File: src/sadc_pkg.sv
// ============================================================
// Shared constants and state types for the converter control block.
package sadc_pkg;

  // ============================================================
  // Register byte offsets on the Avalon-MM slave.
  localparam logic [4:0] REG_CTRL   = 5'h00;
  localparam logic [4:0] REG_SELECT = 5'h04;
  localparam logic [4:0] REG_CONFIG = 5'h08;
  localparam logic [4:0] REG_DATA   = 5'h0C;
  localparam logic [4:0] REG_STATUS = 5'h10;

  // ============================================================
  // Field positions in the control register.
  localparam int CTRL_EN_BIT   = 0;
  localparam int CTRL_BUSY_BIT = 1;
  localparam int CTRL_DONE_BIT = 2;
  localparam int CTRL_SRC_LSB  = 3;
  localparam int CTRL_LPT_BIT  = 6;

  // Field positions in the selection and configuration registers.
  localparam int SEL_POS_LSB = 0;
  localparam int SEL_NEG_LSB = 4;
  localparam int CFG_GAIN_LSB = 0;
  localparam int CFG_DIV_LSB  = 3;

  // Field positions in the status register.
  localparam int STAT_TRACK_BIT = 0;
  localparam int STAT_DIFF_BIT  = 1;
  localparam int STAT_BUSY_BIT  = 2;

  // ============================================================
  // Start sources of a conversion.
  localparam logic [2:0] SRC_SOFT  = 3'h0;
  localparam logic [2:0] SRC_TMR0  = 3'h1;
  localparam logic [2:0] SRC_TMR2  = 3'h2;
  localparam logic [2:0] SRC_TMR1  = 3'h3;
  localparam logic [2:0] SRC_STROBE = 3'h4;

  // Input selection codes: pins 0 to 7, then sensor and supply at 8 and 9 on the positive side, ground at 8 on the negative side.
  localparam logic [3:0] SEL_PIN_MAX = 4'h7;
  localparam logic [3:0] POS_TEMP    = 4'h8;
  localparam logic [3:0] POS_SUPPLY  = 4'h9;
  localparam logic [3:0] NEG_GND     = 4'h8;

  // Gain codes: 0.5, 1, 2 and 4.
  localparam logic [1:0] GAIN_HALF = 2'h0;
  localparam logic [1:0] GAIN_ONE  = 2'h1;
  localparam logic [1:0] GAIN_TWO  = 2'h2;
  localparam logic [1:0] GAIN_FOUR = 2'h3;

  // ============================================================
  // Reset values and timing counts.
  localparam logic [7:0] RST_BYTE     = 8'h00;
  localparam logic [7:0] SAR_MSB_CODE = 8'h80;
  localparam logic [7:0] SIGN_FLIP    = 8'h80;
  localparam logic [2:0] MSB_INDEX    = 3'h7;
  localparam logic [1:0] TRACK_TICKS  = 2'h3;
  localparam logic [1:0] SETTLE_CYC   = 2'h3;

  // ============================================================
  // One-hot states of the approximation engine.
  typedef enum logic [2:0] {
    SADC_IDLE  = 3'b001,
    SADC_TRACK = 3'b010,
    SADC_CONV  = 3'b100
  } sadc_state_e;

  // Whole state of the approximation engine.
  typedef struct packed {
    sadc_state_e state;
    logic [1:0]  trk_cnt;
    logic [1:0]  settle;
    logic [2:0]  bit_idx;
    logic [7:0]  code;
    logic [7:0]  result;
    logic        busy;
    logic        done;
    logic        track;
    logic        cmp_meta;
    logic        cmp_sync;
  } sadc_sar_s;

  // Whole state of the control block.
  typedef struct packed {
    logic        enable;
    logic [2:0]  src;
    logic        lpt;
    logic        done;
    logic [3:0]  pos;
    logic [3:0]  neg;
    logic        diff;
    logic [1:0]  gain;
    logic [4:0]  div;
    logic [4:0]  div_cnt;
    logic        tick;
    logic [7:0]  data;
    logic        stb_meta;
    logic        stb_sync;
    logic        stb_prev;
    logic        sw_start;
    logic [31:0] readdata;
    logic        waitrequest;
  } sadc_regs_s;

endpackage

File: src/sadc_ctrl.sv
`timescale 1ns/10ps
`default_nettype none
// Operation
// - Converter works only while enable is set
// - Ground negative input means single-ended mode
// - Single-ended results are unsigned eight bits
// - Single-ended half reference gives code 0x80
// - Differential results are two's complement
// - Differential negative full scale gives 0x80
// - Sensor and supply only as positive input
// - Eleven input selections through selection register
// - Two-bit gain field picks four gains
// - Gain resets to one half
// - Sensor routed positive, scaled by gain
// - Eight-bit successive approximation, 500 ksps
// - Conversion clock is clock over divider+1
// - Start field picks one of five triggers
// - Conversion end sets done flag; abort by disable does not
// - Low-power mode tracks three conversion ticks
// ============================================================
// Register front end and control of the 8-bit converter.
module sadc_ctrl (
  // Clock and reset.
  input  wire logic        clk,
  input  wire logic        rst,
  // Avalon-MM slave.
  input  wire logic [4:0]  address,
  input  wire logic        read,
  input  wire logic        write,
  input  wire logic [31:0] writedata,
  output logic      [31:0] readdata,
  output logic             waitrequest,
  // Conversion triggers.
  input  wire logic        tmr0_ovf,
  input  wire logic        tmr1_ovf,
  input  wire logic        tmr2_ovf,
  input  wire logic        external_start_strobe,
  // Analog comparator result, asynchronous.
  input  wire logic        comp_in,
  // Analog steering.
  output logic             analog_en,
  output logic      [3:0]  pos_sel,
  output logic      [3:0]  neg_sel,
  output logic             diff_mode,
  output logic      [1:0]  amp_gain,
  output logic      [7:0]  dac_code,
  output logic             track
);

  sadc_pkg::sadc_regs_s r;
  sadc_pkg::sadc_regs_s next_r;

  logic       sar_busy;
  logic       sar_done;
  logic [7:0] sar_result;
  logic       start;
  logic       do_write;
  logic       stb_rise;

  // ============================================================
  // Trigger selection.

  // A strobe rise is seen only after the two-stage synchroniser.
  assign stb_rise = r.stb_sync && !r.stb_prev;
  assign do_write = write && !r.waitrequest;

  always_comb
  begin
    case (r.src)
      sadc_pkg::SRC_SOFT:   start = r.sw_start;
      sadc_pkg::SRC_TMR0:   start = tmr0_ovf;
      sadc_pkg::SRC_TMR2:   start = tmr2_ovf;
      sadc_pkg::SRC_TMR1:   start = tmr1_ovf;
      sadc_pkg::SRC_STROBE: start = stb_rise;
      default:              start = 1'b0;
    endcase
  end

  // ============================================================
  // Approximation engine.
  sadc_sar u_sar (
    .clk      (clk),
    .rst      (rst),
    .enable   (r.enable),
    .start    (start),
    .tick     (r.tick),
    .lp_track (r.lpt),
    .comp_in  (comp_in),
    .busy     (sar_busy),
    .done     (sar_done),
    .result   (sar_result),
    .dac_code (dac_code),
    .track    (track)
  );

  // ============================================================
  // Next-state logic of the register file and bus slave.
  always_comb
  begin
    next_r          = r;
    next_r.sw_start = 1'b0;
    next_r.stb_meta = external_start_strobe;
    next_r.stb_sync = r.stb_meta;
    next_r.stb_prev = r.stb_sync;

    if (r.div_cnt >= r.div)
    begin
      next_r.div_cnt = 5'h00;
      next_r.tick    = 1'b1;
    end
    else
    begin
      next_r.div_cnt = r.div_cnt + 5'h01;
      next_r.tick    = 1'b0;
    end

    next_r.diff = (r.neg != sadc_pkg::NEG_GND);

    // Bus handshake: answer one cycle after the request appears.
    if ((read || write) && r.waitrequest)
    begin
      next_r.waitrequest = 1'b0;
      next_r.readdata    = 32'h0000_0000;
      if (read)
      begin
        case (address)
          sadc_pkg::REG_CTRL:
          begin
            next_r.readdata[sadc_pkg::CTRL_EN_BIT]   = r.enable;
            next_r.readdata[sadc_pkg::CTRL_BUSY_BIT] = sar_busy;
            next_r.readdata[sadc_pkg::CTRL_DONE_BIT] = r.done;
            next_r.readdata[sadc_pkg::CTRL_SRC_LSB +: 3] = r.src;
            next_r.readdata[sadc_pkg::CTRL_LPT_BIT]  = r.lpt;
          end
          sadc_pkg::REG_SELECT:
          begin
            next_r.readdata[sadc_pkg::SEL_POS_LSB +: 4] = r.pos;
            next_r.readdata[sadc_pkg::SEL_NEG_LSB +: 4] = r.neg;
          end
          sadc_pkg::REG_CONFIG:
          begin
            next_r.readdata[sadc_pkg::CFG_GAIN_LSB +: 2] = r.gain;
            next_r.readdata[sadc_pkg::CFG_DIV_LSB +: 5]  = r.div;
          end
          sadc_pkg::REG_DATA:
          begin
            next_r.readdata[7:0] = r.data;
          end
          sadc_pkg::REG_STATUS:
          begin
            next_r.readdata[sadc_pkg::STAT_TRACK_BIT] = track;
            next_r.readdata[sadc_pkg::STAT_DIFF_BIT]  = r.diff;
            next_r.readdata[sadc_pkg::STAT_BUSY_BIT]  = sar_busy;
          end
          default:
          begin
            next_r.readdata = 32'h0000_0000;
          end
        endcase
      end
    end
    else
    begin
      next_r.waitrequest = 1'b1;
    end

    // Writes take effect on the edge that completes the transfer.
    if (do_write)
    begin
      case (address)
        sadc_pkg::REG_CTRL:
        begin
          next_r.enable = writedata[sadc_pkg::CTRL_EN_BIT];
          next_r.src    = writedata[sadc_pkg::CTRL_SRC_LSB +: 3];
          next_r.lpt    = writedata[sadc_pkg::CTRL_LPT_BIT];
          if (!writedata[sadc_pkg::CTRL_DONE_BIT])
          begin
            next_r.done = 1'b0;
          end
          next_r.sw_start = writedata[sadc_pkg::CTRL_BUSY_BIT];
        end
        sadc_pkg::REG_SELECT:
        begin
          if (writedata[sadc_pkg::SEL_POS_LSB +: 4] <= sadc_pkg::POS_SUPPLY)
          begin
            next_r.pos = writedata[sadc_pkg::SEL_POS_LSB +: 4];
          end
          if (writedata[sadc_pkg::SEL_NEG_LSB +: 4] <= sadc_pkg::NEG_GND)
          begin
            next_r.neg = writedata[sadc_pkg::SEL_NEG_LSB +: 4];
          end
        end
        sadc_pkg::REG_CONFIG:
        begin
          next_r.gain = writedata[sadc_pkg::CFG_GAIN_LSB +: 2];
          next_r.div  = writedata[sadc_pkg::CFG_DIV_LSB +: 5];
        end
        default:
        begin
          next_r.src = r.src;
        end
      endcase
    end

    if (sar_done)
    begin
      next_r.done = 1'b1;
      if (r.diff)
      begin
        next_r.data = sar_result ^ sadc_pkg::SIGN_FLIP;
      end
      else
      begin
        next_r.data = sar_result;
      end
    end
  end

  // ============================================================
  // State register.
  always_ff @(posedge clk)
  begin
    if (rst)
    begin
      r             <= '0;
      r.gain        <= sadc_pkg::GAIN_HALF;
      r.neg         <= sadc_pkg::NEG_GND;
      r.data        <= sadc_pkg::RST_BYTE;
      r.src         <= sadc_pkg::SRC_SOFT;
      r.waitrequest <= 1'b1;
    end
    else
    begin
      r <= next_r;
    end
  end

  // ============================================================
  // Outputs straight from the state register.
  assign readdata    = r.readdata;
  assign waitrequest = r.waitrequest;
  assign analog_en   = r.enable;
  assign pos_sel     = r.pos;
  assign neg_sel     = r.neg;
  assign diff_mode   = r.diff;
  assign amp_gain    = r.gain;

endmodule // sadc_ctrl
`default_nettype wire

File: src/sadc_sar.sv
`timescale 1ns/10ps
`default_nettype none
// ============================================================
// Successive-approximation engine paced by the conversion clock tick.
module sadc_sar (
  // Clock and reset.
  input  wire logic       clk,
  input  wire logic       rst,
  // Control from the register side.
  input  wire logic       enable,
  input  wire logic       start,
  input  wire logic       tick,
  input  wire logic       lp_track,
  // Comparator from the analog side, asynchronous.
  input  wire logic       comp_in,
  // Results and analog steering.
  output logic            busy,
  output logic            done,
  output logic [7:0]      result,
  output logic [7:0]      dac_code,
  output logic            track
);

  sadc_pkg::sadc_sar_s r;
  sadc_pkg::sadc_sar_s next_r;

  // Next-state logic of the engine.
  always_comb
  begin
    next_r          = r;
    next_r.done     = 1'b0;
    next_r.cmp_meta = comp_in;
    next_r.cmp_sync = r.cmp_meta;
    if (r.settle != sadc_pkg::SETTLE_CYC)
    begin
      next_r.settle = r.settle + 2'h1;
    end
    case (r.state)
      sadc_pkg::SADC_IDLE:
      begin
        next_r.track = enable && !lp_track;
        if (start && enable)
        begin
          next_r.busy = 1'b1;
          if (lp_track)
          begin
            next_r.state   = sadc_pkg::SADC_TRACK;
            next_r.trk_cnt = 2'h0;
            next_r.track   = 1'b1;
          end
          else
          begin
            next_r.state   = sadc_pkg::SADC_CONV;
            next_r.code    = sadc_pkg::SAR_MSB_CODE;
            next_r.bit_idx = sadc_pkg::MSB_INDEX;
            next_r.settle  = 2'h0;
            next_r.track   = 1'b0;
          end
        end
      end
      sadc_pkg::SADC_TRACK:
      begin
        if (tick)
        begin
          next_r.trk_cnt = r.trk_cnt + 2'h1;
          if (r.trk_cnt == sadc_pkg::TRACK_TICKS - 2'h1)
          begin
            next_r.state   = sadc_pkg::SADC_CONV;
            next_r.code    = sadc_pkg::SAR_MSB_CODE;
            next_r.bit_idx = sadc_pkg::MSB_INDEX;
            next_r.settle  = 2'h0;
            next_r.track   = 1'b0;
          end
        end
      end
      sadc_pkg::SADC_CONV:
      begin
        if (tick && (r.settle == sadc_pkg::SETTLE_CYC))
        begin
          next_r.code[r.bit_idx] = r.cmp_sync;
          next_r.settle          = 2'h0;
          if (r.bit_idx == 3'h0)
          begin
            next_r.state  = sadc_pkg::SADC_IDLE;
            next_r.busy   = 1'b0;
            next_r.done   = 1'b1;
            next_r.result = {r.code[7:1], r.cmp_sync};
            next_r.track  = !lp_track;
          end
          else
          begin
            next_r.bit_idx                = r.bit_idx - 3'h1;
            next_r.code[r.bit_idx - 3'h1] = 1'b1;
          end
        end
      end
      default:
      begin
        next_r.state = sadc_pkg::SADC_IDLE;
        next_r.busy  = 1'b0;
      end
    endcase
    if (!enable)
    begin
      next_r.state = sadc_pkg::SADC_IDLE;
      next_r.busy  = 1'b0;
      next_r.done  = 1'b0;
      next_r.track = 1'b0;
    end
  end

  // State register.
  always_ff @(posedge clk)
  begin
    if (rst)
    begin
      r       <= '0;
      r.state <= sadc_pkg::SADC_IDLE;
    end
    else
    begin
      r <= next_r;
    end
  end

  assign busy     = r.busy;
  assign done     = r.done;
  assign result   = r.result;
  assign dac_code = r.code;
  assign track    = r.track;

endmodule // sadc_sar
`default_nettype wire

File: config.mk
export PLATFORM = sky130hd
export DESIGN_NAME = sadc_ctrl
export DESIGN_NICKNAME = d
export VERILOG_FILES = /design/src/sadc_pkg.sv /design/src/sadc_ctrl.sv /design/src/sadc_sar.sv
export SDC_FILE = /design/constraint.sdc
export NUM_CORES = 1
export LEC_CHECK = 0
export BUFFER_PORTS_ARGS = -buffer_cell sky130_fd_sc_hd__buf_2
export CAP_MARGIN = 15
export CORE_ASPECT_RATIO = 2
export CORE_MARGIN = 2
export CORE_UTILIZATION = 45
export CTS_CLUSTER_DIAMETER = 150
export DETAILED_ROUTE_END_ITERATION = 10
export PLACE_DENSITY_LB_ADDON = 0.08
export SLEW_MARGIN = 20
export SYNTH_ARGS = -nofsm -noshare
export SYNTH_HDL_FRONTEND = slang
export SYNTH_HIERARCHICAL = 1
export SYNTH_SLANG_ARGS = --single-unit
File: constraint.sdc
create_clock -name clk -period 3.5 [get_ports clk]
set_clock_uncertainty 0.05 [all_clocks]
set_input_delay 0.525 -clock clk [delete_from_list [all_inputs] [get_ports clk]]
set_output_delay 0.525 -clock clk [all_outputs]
set_load 0.01 [all_outputs]
==> parameters.txt, run 1 <==
Parameter                              Value

Hold path
  Type of the most critical hold path    primary input to register
  Launch instance of the worst min-delay path    external_start_strobe
  Cells on Worst Hold Path    2

Critical path
  Maximum fanout along the worst path    9
  Family with the most delay on the worst path    multiplexers
  Crit path launch    r[69]
  CP max-delay cell    sky130_fd_sc_hd__mux4_2
  CP endpoint kind    register
  Slowest cell delay on critical path    0.54 ns
  Buffers and inverters on the worst path    0
  Worst R2R Start    r[69]
  Required time at the endpoint of the critical path    3.71 ns
  Startpoint-to-endpoint class of the critical path    register to register
  Type of origin of the critical path    register
  Register-to-Register Path Depth    7
  Critical path cell sequence    mux4_2 > mux2_2 > and3b_1 > a32oi_1 > and2_1 > a22oi_2 > nor3_1
  Arrival time worst endpoint    3.00 ns
  Stages on worst setup path    7

GRT
  Met1 layer usage reported by global route    21.9%
  Number of antenna violations at the first check in global routing    0
  Combined global-route utilization of all metal layers    20.3%
  GRT overflow    0
  Maximum number of pins on one net before global-route repair    35
  M2 GR Usage    36.4%
  Via count of the first global-routing pass    3,365
  Wire length of the first global-routing pass    17,000 µm
  Met3 layer usage reported by global route    3.13%
  Layer with the highest usage    met2

Flow run
  Number of max-cap violations    0

Finish
  Post-route core utilization    48.7%
  Cell area after layout    4720 µm²
  Antenna diode instance count    0
  Share of post-route cells with drive strength above 1    19.3%
  P&R area growth vs syn    5.63%
  Non-filler cells, final    644
  Layout Nets    562

Yosys
  Async set-reset flop share out of synthesis    0%
  Leading post-synthesis cells by cell area    sky130_fd_sc_hd__dfxtp_1 36%, sky130_fd_sc_hd__buf_4 10%, sky130_fd_sc_hd__mux2i_1 6.3%
  Number of flops mapped to enable cells by yosys    0
  Post-synthesis cell type with the largest combined area    sky130_fd_sc_hd__dfxtp_1
  Distinct cell type count of the synthesized netlist    72
  Fraction of the yosys area taken by sequential cells    35.8%
  Mean instance size in the synthesized netlist    8.90 µm²
  Cell Area, Synth    4470 µm²
  Most frequently used cell type in the post-synthesis netlist    sky130_fd_sc_hd__dfxtp_1
  Main flop type after synthesis    sky130_fd_sc_hd__dfxtp_1
  Total of flip-flops plus latches after synthesis    80
  Count of mapped cells out of synthesis    502
  Commonest cells in the synthesized netlist    80 x sky130_fd_sc_hd__dfxtp_1, 60 x sky130_fd_sc_hd__buf_4, 45 x sky130_fd_sc_hd__nor2_1
  Synth warnings    6
  Share of Yosys cell area claimed by the top area cell type    35.8%

Routing
  Starting DRC count in detailed routing    138
  Number of detailed-routing iterations run before antenna repair    4
  Post-detailed-route wirelength per cell    16.6 µm
  Total wire length after detailed routing    10,700 µm
  Drt drc    0
  Remaining antenna violation count after routing    0
  Vias per cell    5.48
  Via total after detailed routing    3,528

STA
  Tightest Pin Transition    0.881 ns
  Final setup violation count    0
  Crit path setup slack, layout    0.708 ns
  Max-slew headroom at the worst pin    40.9%
  Setup repair after global routing missed its margin    no
  Crit path time final    2.79 ns
  Setup tns final    0 ns
  Achievable Freq    358 MHz
  Hold Vio Cnt, Final    0
  Final Max Tran Viols    0
  Final-layout worst hold slack    0.345 ns
  Share of the clock period used by the worst path after layout    79.8%

Outcome
  Status    complete, no violations

Die
  Die footprint    10,800 µm²
  # rows    51
  Core Area    9700 µm²
  Initial core utilization    46.1%
  Vertical die dimension    145 µm
  Top Ports    100
  Width of the die    74.5 µm

Clocking
  Clock Tree Buf Depth    2
  Number of buffers inserted during clock tree synthesis    9
  H-tree depth    3
  Sink count of the clock tree    80
  Clock tree from TritonCTS    yes
  Count of instances resized after the clock tree is built    0
  Clock latency at the later pin of the worst-skew pair    0.33 ns
  Clk pin slew, worst setup/hold paths    0.06 ns
  Hold-fix buffers at CTS    0
  Master cell of the clock root buffer    sky130_fd_sc_hd__clkbuf_16
  Number of setup buffers added after CTS    0

Placed design
  Post-Place Cells    628
  Post-detailed-placement cell area    4430 µm²
  Count of input and output buffers    51
  Final RePlAce weighted congestion    0.882
  Setup slack after placement    0.658 ns
  Placed wire-length estimate    7980 µm

Pwr
  Power Density    411 nW/µm²
  Overall power after layout    1.94 mW
  Cell leakage power    1.85 nW
  Worst supply voltage drop on vdd    217 µV
[logic make-up after synthesis]
group,Yosys count,synth area share (%)
other,1,0.0839
multiplexers,34,8.54
AND/OR/NAND/NOR,161,19.0
flip-flops,80,35.8
XOR/XNOR,6,1.18
AO/OA/AOI/OAI,115,18.9
adder cells (fa/ha/maj),9,2.52
buffers and inverters,96,14.0
[layer usage]
layer / part of all wire [%] / routed length, µm
met4: 3.2 / 348
met3: 3.7 / 401
met5: 0 / 0
met1: 38 / 4060
met2: 55 / 5910
[flip-flops by register name, indices dropped and copies added (netlist names)]
signal	flops
next_r	2
readdata	8
analog_en	1
u_sar/busy	1
neg_sel	4
diff_mode	1
u_sar/done	1
u_sar/track	1
r	26
u_sar/dac_code	8
waitrequest	1
u_sar/r	11
amp_gain	2
u_sar/next_r	1
u_sar/result	8
pos_sel	4
[cell type report]
| class | count | area, µm² |
|---|---|---|
| tap | 132 | 165 |
| inverter | 11 | 41.3 |
| clock inverter | 5 | 57.6 |
| sequential | 80 | 1600 |
| timing repair buffer | 56 | 293 |
| fill | 978 | 4980 |
| clock buffer | 11 | 233 |
| multi-input combinational | 349 | 2330 |
[final timing paths]
kind / slack (ns) / to
setup / recovery: 0.71 / u_sar/track
hold reg to reg: 0.38 / next_r[34]
hold / removal: 0.35 / next_r[35]
setup reg to reg: 0.71 / u_sar/track
[worst register-to-register path: cells and delay by family (launching register included)]
family | cells | cell delay (ns)
compound gates | 2 | 0.53
flops | 1 | 0.48
mux | 2 | 0.88
simple gates | 3 | 0.78
[layout by cell type (no fill, tap or decap), types with 4 or more instances in the layout]
| master | netlist | layout |
|---|---|---|
| sky130_fd_sc_hd__nor3_1 | 13 | 13 |
| sky130_fd_sc_hd__or2_2 | 4 | 4 |
| sky130_fd_sc_hd__buf_2 | 6 | 51 |
| sky130_fd_sc_hd__a2111oi_1 | 4 | 4 |
| sky130_fd_sc_hd__nor2b_1 | 15 | 15 |
| sky130_fd_sc_hd__inv_1 | 11 | 11 |
| sky130_fd_sc_hd__nor3b_1 | 4 | 4 |
| sky130_fd_sc_hd__buf_4 | 60 | 5 |
| sky130_fd_sc_hd__nand2b_1 | 5 | 5 |
| sky130_fd_sc_hd__nand2_1 | 28 | 28 |
| sky130_fd_sc_hd__a221oi_1 | 4 | 4 |
| sky130_fd_sc_hd__o31ai_1 | 4 | 4 |
| sky130_fd_sc_hd__a31oi_1 | 4 | 4 |
| sky130_fd_sc_hd__a21oi_1 | 31 | 31 |
| sky130_fd_sc_hd__mux2i_1 | 28 | 28 |
| sky130_fd_sc_hd__a32oi_1 | 5 | 5 |
| sky130_fd_sc_hd__nor2_1 | 45 | 45 |
| sky130_fd_sc_hd__clkbuf_16 | 0 | 9 |
| sky130_fd_sc_hd__ha_1 | 9 | 9 |
| sky130_fd_sc_hd__o21ai_1 | 5 | 5 |
| sky130_fd_sc_hd__a22o_1 | 4 | 4 |
| sky130_fd_sc_hd__xnor2_1 | 4 | 4 |
| sky130_fd_sc_hd__nand4_1 | 5 | 5 |
| sky130_fd_sc_hd__nand3_1 | 18 | 18 |
| sky130_fd_sc_hd__o21ai_0 | 23 | 23 |
| sky130_fd_sc_hd__dfxtp_1 | 80 | 80 |
| sky130_fd_sc_hd__conb_1 | 1 | 24 |
[where the power goes]
part	internal [mW]	leakage (nW)	total (mW)	switching [mW]
clock	0.552	0.132	0.925	0.374
sequential	0.917	0.646	0.924	0.00667
combinational	0.0258	1.07	0.0903	0.0646
total	1.49	1.85	1.94	0.445
(Power assumes the default switching activity.)
==> inputs of run 2 (changes only) <==
--- a/config.mk
+++ b/config.mk
@@ -5,6 +5,7 @@
 export SDC_FILE = /design/constraint.sdc
 export NUM_CORES = 1
 export LEC_CHECK = 0
+export ABC_AREA = 1
 export BUFFER_PORTS_ARGS = -buffer_cell sky130_fd_sc_hd__buf_2
 export CAP_MARGIN = 15
 export CORE_ASPECT_RATIO = 2
==> constraint.sdc (replaced) <==
create_clock -name clk -period 2.8 [get_ports clk]
set_clock_uncertainty 0.05 [all_clocks]
set_input_delay 0.42 -clock clk [delete_from_list [all_inputs] [get_ports clk]]
set_output_delay 0.42 -clock clk [all_outputs]
set_load 0.01 [all_outputs]
==> parameters.txt, run 2 <==
Parameter                              Value

Pwr
  P_int    1.81 mW (was 1.49 mW)
  Clock network power share    46.4% (was 47.7%)
  Worst supply voltage drop on vdd    288 µV (was 217 µV)
  Fraction of power spent switching nets    24.5% (was 22.9%)
  Proportion of power drawn by flip-flops and latches    48.3% (was 47.6%)
  Power Density    511 nW/µm² (was 411 nW/µm²)
  Cell leakage power    2.15 nW (was 1.85 nW)
  Share of power burned in combinational logic    5.3% (was 4.7%)
  Net switching power of the design    586 µW (was 445 µW)

Yosys
  Count of mapped cells out of synthesis    614 (was 502)
  Async set-reset flop share out of synthesis    0% (unchanged)
  Main flop type after synthesis    sky130_fd_sc_hd__dfxtp_1 (unchanged)
  Commonest cells in the synthesized netlist    88 x sky130_fd_sc_hd__nand2_1, 80 x sky130_fd_sc_hd__dfxtp_1, 70 x sky130_fd_sc_hd__nor2_1 (was 80 x sky130_fd_sc_hd__dfxtp_1, 60 x sky130_fd_sc_hd__buf_4, 45 x sky130_fd_sc_hd__nor2_1)
  Share of Yosys cell area claimed by the top area cell type    36.4% (was 35.8%)
  Synth warnings    6 (unchanged)
  Most frequently used cell type in the post-synthesis netlist    sky130_fd_sc_hd__nand2_1 (was sky130_fd_sc_hd__dfxtp_1)
  Total of flip-flops plus latches after synthesis    80 (unchanged)
  Post-synthesis cell type with the largest combined area    sky130_fd_sc_hd__dfxtp_1 (unchanged)
  Number of flops mapped to enable cells by yosys    0 (unchanged)
  Fraction of the yosys area taken by sequential cells    36.4% (was 35.8%)
  Cell Area, Synth    4400 µm² (was 4470 µm²)
  Mean instance size in the synthesized netlist    7.16 µm² (was 8.90 µm²)
  Leading post-synthesis cells by cell area    sky130_fd_sc_hd__dfxtp_1 36%, sky130_fd_sc_hd__buf_4 10%, sky130_fd_sc_hd__nand2_1 7.5% (was sky130_fd_sc_hd__dfxtp_1 36%, sky130_fd_sc_hd__buf_4 10%, sky130_fd_sc_hd__mux2i_1 6.3%)
  Distinct cell type count of the synthesized netlist    36 (was 72)

Finish
  Biggest registers after layout    r x26, u_sar/r x11 (unchanged)
  Layout Nets    682 (was 562)
  Most frequent cells in the layout    88 x sky130_fd_sc_hd__nand2_1, 80 x sky130_fd_sc_hd__dfxtp_1, 70 x sky130_fd_sc_hd__nor2_1 (was 80 x sky130_fd_sc_hd__dfxtp_1, 51 x sky130_fd_sc_hd__buf_2, 45 x sky130_fd_sc_hd__nor2_1)
  Flip-flop count of the largest register, all copies and words added    26 (unchanged)
  Share of post-route cells with drive strength above 1    18.2% (was 19.3%)
  P&R area growth vs syn    6.46% (was 5.63%)
  Register with the most flip-flops    r (unchanged)
  Most common cell after layout, fill and taps aside    sky130_fd_sc_hd__nand2_1 (was sky130_fd_sc_hd__dfxtp_1)
  Antenna diode instance count    0 (unchanged)

Critical path
  Most prevalent standard cell on the critical path    sky130_fd_sc_hd__nand2_1
  Maximum fanout along the worst path    5 (was 9)
  Setup slack, reg-to-reg    0.57 ns (was 0.71 ns)
  CP max-delay cell    sky130_fd_sc_hd__dfxtp_1 (was sky130_fd_sc_hd__mux4_2)
  Buffers and inverters on the worst path    3 (was 0)
  Family with the most delay on the worst path    simple AND/OR/NAND/NOR gates (was multiplexers)
  Slowest cell delay on critical path    0.31 ns (was 0.54 ns)
  Critical path cell sequence    inv_1 > o21ai_0 > o22ai_1 > inv_1 > o32ai_1 > nand2_1 > nand4_1 > nand2_2 > nor2_4 > nand2_4 > nand2_4 > inv_2 > nand2_1 > nand2_1 (was mux4_2 > mux2_2 > and3b_1 > a32oi_1 > and2_1 > a22oi_2 > nor3_1)
  CP endpoint kind    register (unchanged)
  Type of origin of the critical path    register (unchanged)
  Arrival time worst endpoint    2.41 ns (was 3.00 ns)
  Required time at the endpoint of the critical path    2.98 ns (was 3.71 ns)
  Startpoint-to-endpoint class of the critical path    register to register (unchanged)

Placed design
  Placed wire-length estimate    8700 µm (was 7980 µm)
  Final RePlAce weighted congestion    1.03 (was 0.882)
  Setup slack after placement    0.589 ns (was 0.658 ns)
  Count of input and output buffers    51 (unchanged)

Clocking
  Clock tree from TritonCTS    yes (unchanged)
  Sink count of the clock tree    80 (unchanged)
  Count of instances resized after the clock tree is built    0 (unchanged)
  Clk pin slew, worst setup/hold paths    0.06 ns (about the same)
  H-tree depth    3 (unchanged)
  Master cell of the clock root buffer    sky130_fd_sc_hd__clkbuf_16 (unchanged)
  Number of setup buffers added after CTS    0 (unchanged)
  Number of buffers inserted during clock tree synthesis    9 (unchanged)
  Hold-fix buffers at CTS    0 (unchanged)
  Clock latency at the later pin of the worst-skew pair    0.34 ns (was 0.33 ns)
  Clock Tree Buf Depth    2 (unchanged)

Routing
  Vias per cell    4.96 (was 5.48)
  Post-detailed-route wirelength per cell    14.4 µm (was 16.6 µm)
  Drt drc    0 (unchanged)
  Via total after detailed routing    3,790 (was 3,528)
  Number of detailed-routing iterations run before antenna repair    5 (was 4)
  Starting DRC count in detailed routing    276 (was 138)
  Remaining antenna violation count after routing    0 (unchanged)
  Total wire length after detailed routing    11,000 µm (was 10,700 µm)

STA
  Hold Vio Cnt, Final    0 (unchanged)
  Final setup violation count    0 (unchanged)
  Setup repair after global routing missed its margin    no (unchanged)
  Crit path setup slack, layout    0.573 ns (was 0.708 ns)
  Tightest Pin Transition    0.797 ns (was 0.881 ns)
  Final Max Tran Viols    0 (unchanged)
  Share of the clock period used by the worst path after layout    79.5% (was 79.8%)
  Crit path time final    2.23 ns (was 2.79 ns)
  Achievable Freq    449 MHz (was 358 MHz)
  Setup tns final    0 ns (unchanged)
  Max-slew headroom at the worst pin    46.8% (was 40.9%)

GRT
  Number of antenna violations at the first check in global routing    0 (unchanged)
  Maximum number of pins on one net before global-route repair    31 (was 35)
  Via count of the first global-routing pass    3,650 (was 3,365)
  Combined global-route utilization of all metal layers    21.9% (was 20.3%)
  GRT overflow    0 (unchanged)
  Wire length of the first global-routing pass    17,400 µm (was 17,000 µm)

Die
  Die footprint    10,600 µm² (was 10,800 µm²)
  Top Ports    100 (unchanged)
  Vertical die dimension    144 µm (was 145 µm)
  Initial core utilization    45.6% (was 46.1%)
  # rows    51 (unchanged)
  Core Area    9640 µm² (was 9700 µm²)
  Width of the die    73.9 µm (was 74.5 µm)

Hold path
  Type of the most critical hold path    primary input to register (unchanged)

Flow run
  Number of max-cap violations    0 (unchanged)

Outcome
  Status    complete, no violations (unchanged)
[run 2: cell types whose count changed in the layout (fill, tap and decap cells not counted), sizes merged, moves of 21 or more]
cell / delta
nand2: +70
inv: +65
o21ai: +41
nor2: +36
mux2i: -28
nand3: +21
[run 2: area by class of cell]
class,count,area [µm²]
clock inverters,6,45.0
clock buffers,10,239
fillers,1026,4960
flip-flops and latches,80,1600
inverters,78,294
multi-input cells,405,2060
well taps,132,165
repair buffers,53,270
[run 2: metrics by stage]
step / power, mW / cell area, µm² / hold WS (ns) / cells / utilization, %
floorplan: 1.29 / 4480 / 0.338 / 637 / -
global placement: 1.31 / 4400 / 0.345 / 748 / 45.6
detailed placement: 1.31 / 4400 / 0.349 / 748 / 45.6
CTS: 2.43 / 4680 / 0.225 / 764 / 48.6
global route: 2.49 / 4680 / 0.221 / 764 / 48.6
finish: 2.39 / 4680 / 0.235 / 764 / 48.6
[run 2: kinds of logic (layout without fill, tap and decap cells)]
family / after synthesis / in the layout / share of synthesized area, %
XOR/XNOR: 5 / 5 / 0.996
buffers and inverters: 152 / 147 / 18.6
flip-flops: 80 / 80 / 36.4
AND/OR/NAND/NOR: 249 / 249 / 27.2
adder cells (fa/ha/maj): 9 / 9 / 2.56
other: 1 / 24 / 0.0853
AO/OA/AOI/OAI: 118 / 118 / 14.2
[run 2: power groups by stage]
stage          Combinational (mW)  Clock (mW)  Sequential (mW)
2_1_floorplan               0.108           0             1.18
3_3_place_gp                0.126           0             1.18
3_5_place_dp                0.127           0             1.18
4_1_cts                     0.127        1.15             1.16
5_1_grt                     0.144        1.19             1.16
6_report                    0.127        1.11             1.16
[run 2: worst paths after layout]
kind	from	endpoint	cells after the start
worst max-delay path	r[69]	u_sar/dac_code[0]	14
worst min-delay path	external_start_strobe	next_r[35]	3
worst max register to register	r[69]	u_sar/dac_code[0]	14
worst min register to register	u_sar/next_r[0]	u_sar/r[0]	2
[run 2: per-layer routing]
layer / GRT usage, % / wire [µm] / up-vias
li1: - / - / 1952
met2: 41.5 / 6160 / 87
met5: 0 / 0 / -
met3: 4.00 / 318 / 34
met4: 12.9 / 534 / 0
met1: 20.7 / 3990 / 1717
[run 2: worst min-delay path: cells and delay by family]
kind                   cells  cell delay [ns]
buffers and inverters      2             0.10
AND/OR/NAND/NOR            1             0.07
==> inputs of run 3 (changes only) <==
==> constraint.sdc (replaced) <==
create_clock -name clk -period 2.2 [get_ports clk]
set_clock_uncertainty 0.05 [all_clocks]
set_input_delay 0.33 -clock clk [delete_from_list [all_inputs] [get_ports clk]]
set_output_delay 0.33 -clock clk [all_outputs]
set_load 0.01 [all_outputs]
==> parameters.txt, run 3 (synthesis results as in run 2) <==
Parameter                              Value

Outcome
  Status    complete, no violations (unchanged)

Finish
  Filler cell count    987 (was 1,026)
  Most common cell after layout, fill and taps aside    sky130_fd_sc_hd__nand2_1 (unchanged)
  Layout Nets    693 (was 682)
  Flip-flop count of the largest register, all copies and words added    26 (unchanged)
  Post-route core utilization    49.8% (was 48.6%)
  Non-filler cells, final    775 (was 764)
  Biggest registers after layout    r x26, u_sar/r x11 (unchanged)
  Antenna diode instance count    0 (unchanged)
  Register with the most flip-flops    r (unchanged)
  P&R area growth vs syn    9.17% (was 6.46%)
  Share of post-route cells with drive strength above 1    19.4% (was 18.2%)
  Most frequent cells in the layout    88 x sky130_fd_sc_hd__nand2_1, 80 x sky130_fd_sc_hd__dfxtp_1, 70 x sky130_fd_sc_hd__nor2_1 (unchanged)
  Cell area after layout    4800 µm² (was 4680 µm²)

Critical path
  Maximum fanout along the worst path    5 (unchanged)
  Buffers and inverters on the worst path    3 (unchanged)
  FF-to-FF End    u_sar/r[23] (was u_sar/dac_code[0])
  Worst R2R Start    r[70] (was r[69])
  Startpoint-to-endpoint class of the critical path    register to register (unchanged)
  Crit path launch    r[70] (was r[69])
  Setup slack, reg-to-reg    0.24 ns (was 0.57 ns)
  CP max-delay cell    sky130_fd_sc_hd__dfxtp_1 (unchanged)
  Register-to-Register Path Depth    14 (unchanged)
  CP endpoint kind    register (unchanged)
  Slowest cell delay on critical path    0.36 ns (was 0.31 ns)
  Critical path cell sequence    inv_1 > nor2_1 > o22ai_1 > inv_1 > o32ai_2 > nand2_1 > nand4_1 > nand2_2 > nor2_4 > nand2_4 > nand2_4 > inv_2 > nand2_1 > nand2_1 (was inv_1 > o21ai_0 > o22ai_1 > inv_1 > o32ai_1 > nand2_1 > nand4_1 > nand2_2 > nor2_4 > nand2_4 > nand2_4 > inv_2 > nand2_1 > nand2_1)
  Required time at the endpoint of the critical path    2.38 ns (was 2.98 ns)
  Most prevalent standard cell on the critical path    sky130_fd_sc_hd__nand2_1 (unchanged)
  Type of origin of the critical path    register (unchanged)
  Family with the most delay on the worst path    simple AND/OR/NAND/NOR gates (unchanged)
  Arrival time worst endpoint    2.15 ns (was 2.41 ns)

Clocking
  Clock Tree Buf Depth    2 (unchanged)
  Number of setup buffers added after CTS    0 (unchanged)
  H-tree depth    3 (unchanged)
  Clk pin slew, worst setup/hold paths    0.06 ns (about the same)
  Hold-fix buffers at CTS    0 (unchanged)
  Count of instances resized after the clock tree is built    0 (unchanged)
  Clock latency at the later pin of the worst-skew pair    0.33 ns (was 0.34 ns)
  Clock tree from TritonCTS    yes (unchanged)
  Sink count of the clock tree    80 (unchanged)
  Number of buffers inserted during clock tree synthesis    9 (unchanged)
  Master cell of the clock root buffer    sky130_fd_sc_hd__clkbuf_16 (unchanged)

GRT
  Maximum number of pins on one net before global-route repair    26 (was 31)
  Number of antenna violations at the first check in global routing    0 (unchanged)
  GRT overflow    0 (unchanged)
  Via count of the first global-routing pass    3,704 (was 3,650)
  Wire length of the first global-routing pass    17,700 µm (was 17,400 µm)
  Combined global-route utilization of all metal layers    22.3% (was 21.9%)

STA
  Setup tns final    0 ns (unchanged)
  Final setup violation count    0 (unchanged)
  Final Max Tran Viols    0 (unchanged)
  Hold Vio Cnt, Final    0 (unchanged)
  Crit path setup slack, layout    0.236 ns (was 0.573 ns)
  Setup repair after global routing missed its margin    no (unchanged)
  Share of the clock period used by the worst path after layout    89.3% (was 79.5%)
  Achievable Freq    509 MHz (was 449 MHz)
  Final-layout worst hold slack    0.147 ns (was 0.235 ns)
  Crit path time final    1.96 ns (was 2.23 ns)

Placed design
  Final RePlAce weighted congestion    0.983 (was 1.03)
  Setup slack after placement    0.183 ns (was 0.589 ns)
  Post-Place Cells    759 (was 748)
  Count of input and output buffers    51 (unchanged)
  Post-detailed-placement cell area    4490 µm² (was 4400 µm²)
  Placed wire-length estimate    8920 µm (was 8700 µm)

Flow run
  Number of max-cap violations    0 (unchanged)

Pwr
  Cell leakage power    2.24 nW (was 2.15 nW)
  Overall power after layout    3.14 mW (was 2.39 mW)
  Worst supply voltage drop on vdd    370 µV (was 288 µV)
  Power Density    655 nW/µm² (was 511 nW/µm²)

Die
  Top Ports    100 (unchanged)
  Core Area    9640 µm² (unchanged)
  Die footprint    10,600 µm² (unchanged)
  # rows    51 (unchanged)
  Width of the die    73.9 µm (unchanged)
  Initial core utilization    45.6% (unchanged)
  Vertical die dimension    144 µm (unchanged)

Routing
  Number of detailed-routing iterations run before antenna repair    4 (was 5)
  Via total after detailed routing    3,865 (was 3,790)
  Vias per cell    4.99 (was 4.96)
  Remaining antenna violation count after routing    0 (unchanged)
  Post-detailed-route wirelength per cell    14.5 µm (was 14.4 µm)
  Total wire length after detailed routing    11,200 µm (was 11,000 µm)
  Starting DRC count in detailed routing    221 (was 276)
  Drt drc    0 (unchanged)

Hold path
  Endpoint, Worst Hold    next_r[35] (unchanged)
  Cells on Worst Hold Path    3 (unchanged)
  Launch instance of the worst min-delay path    external_start_strobe (unchanged)
  Type of the most critical hold path    primary input to register (unchanged)
-- run 3: cell types whose count changed in the layout (fill, tap and decap cells not counted), sizes merged --
cell,delta
buf,+11
clkinv,-1
clkbuf,+3
clkinvlp,-3
bufinv,+1
-- run 3: worst register-to-register path: cells and delay by family (launching register included) --
kind            cells  cell delay (ns)
simple gates        9             0.87
buf+inv             3             0.27
flops               1             0.36
compound gates      2             0.31
-- run 3: area by class of cell --
class                   instances  area [µm²]  area share, %
clock buffers                  13         260           5.42
clock inverters                 3        40.0          0.834
inverters                      78         294           6.13
multi-input cells             405        2070           43.2
flip-flops and latches         80        1600           33.4
well taps                     132         165           3.44
repair buffers                 64         365           7.61
-- run 3: report_power, final --
part           switching (mW)  internal, mW  total, mW
Combinational           0.120        0.0488      0.169
Sequential            0.00966          1.46       1.47
Clock                   0.565         0.938       1.50
Total                   0.695          2.45       3.14
-- run 3: how the worst max path moves through the flow --
| stage | end | slack [ns] | depth (start not counted) |
|---|---|---|---|
| after detailed placement | u_sar/r[23] | 0.18 | 14 |
| final | u_sar/r[23] | 0.24 | 14 |
| after global placement | u_sar/r[23] | 0.22 | 14 |
| after CTS | u_sar/r[23] | 0.17 | 14 |
| after global routing | u_sar/dac_code[7] | 0.05 | 14 |
| after floorplan | u_sar/dac_code[4] | 0.51 | 14 |
-- run 3: per-layer routing --
layer / vias to the layer above / routed length (µm) / GRT usage, %
met1: 1769 / 4010 / 21.5
met5: - / 0 / 0
met2: 91 / 6290 / 42.4
met3: 35 / 425 / 4.56
li1: 1970 / - / -
met4: 0 / 495 / 11.3
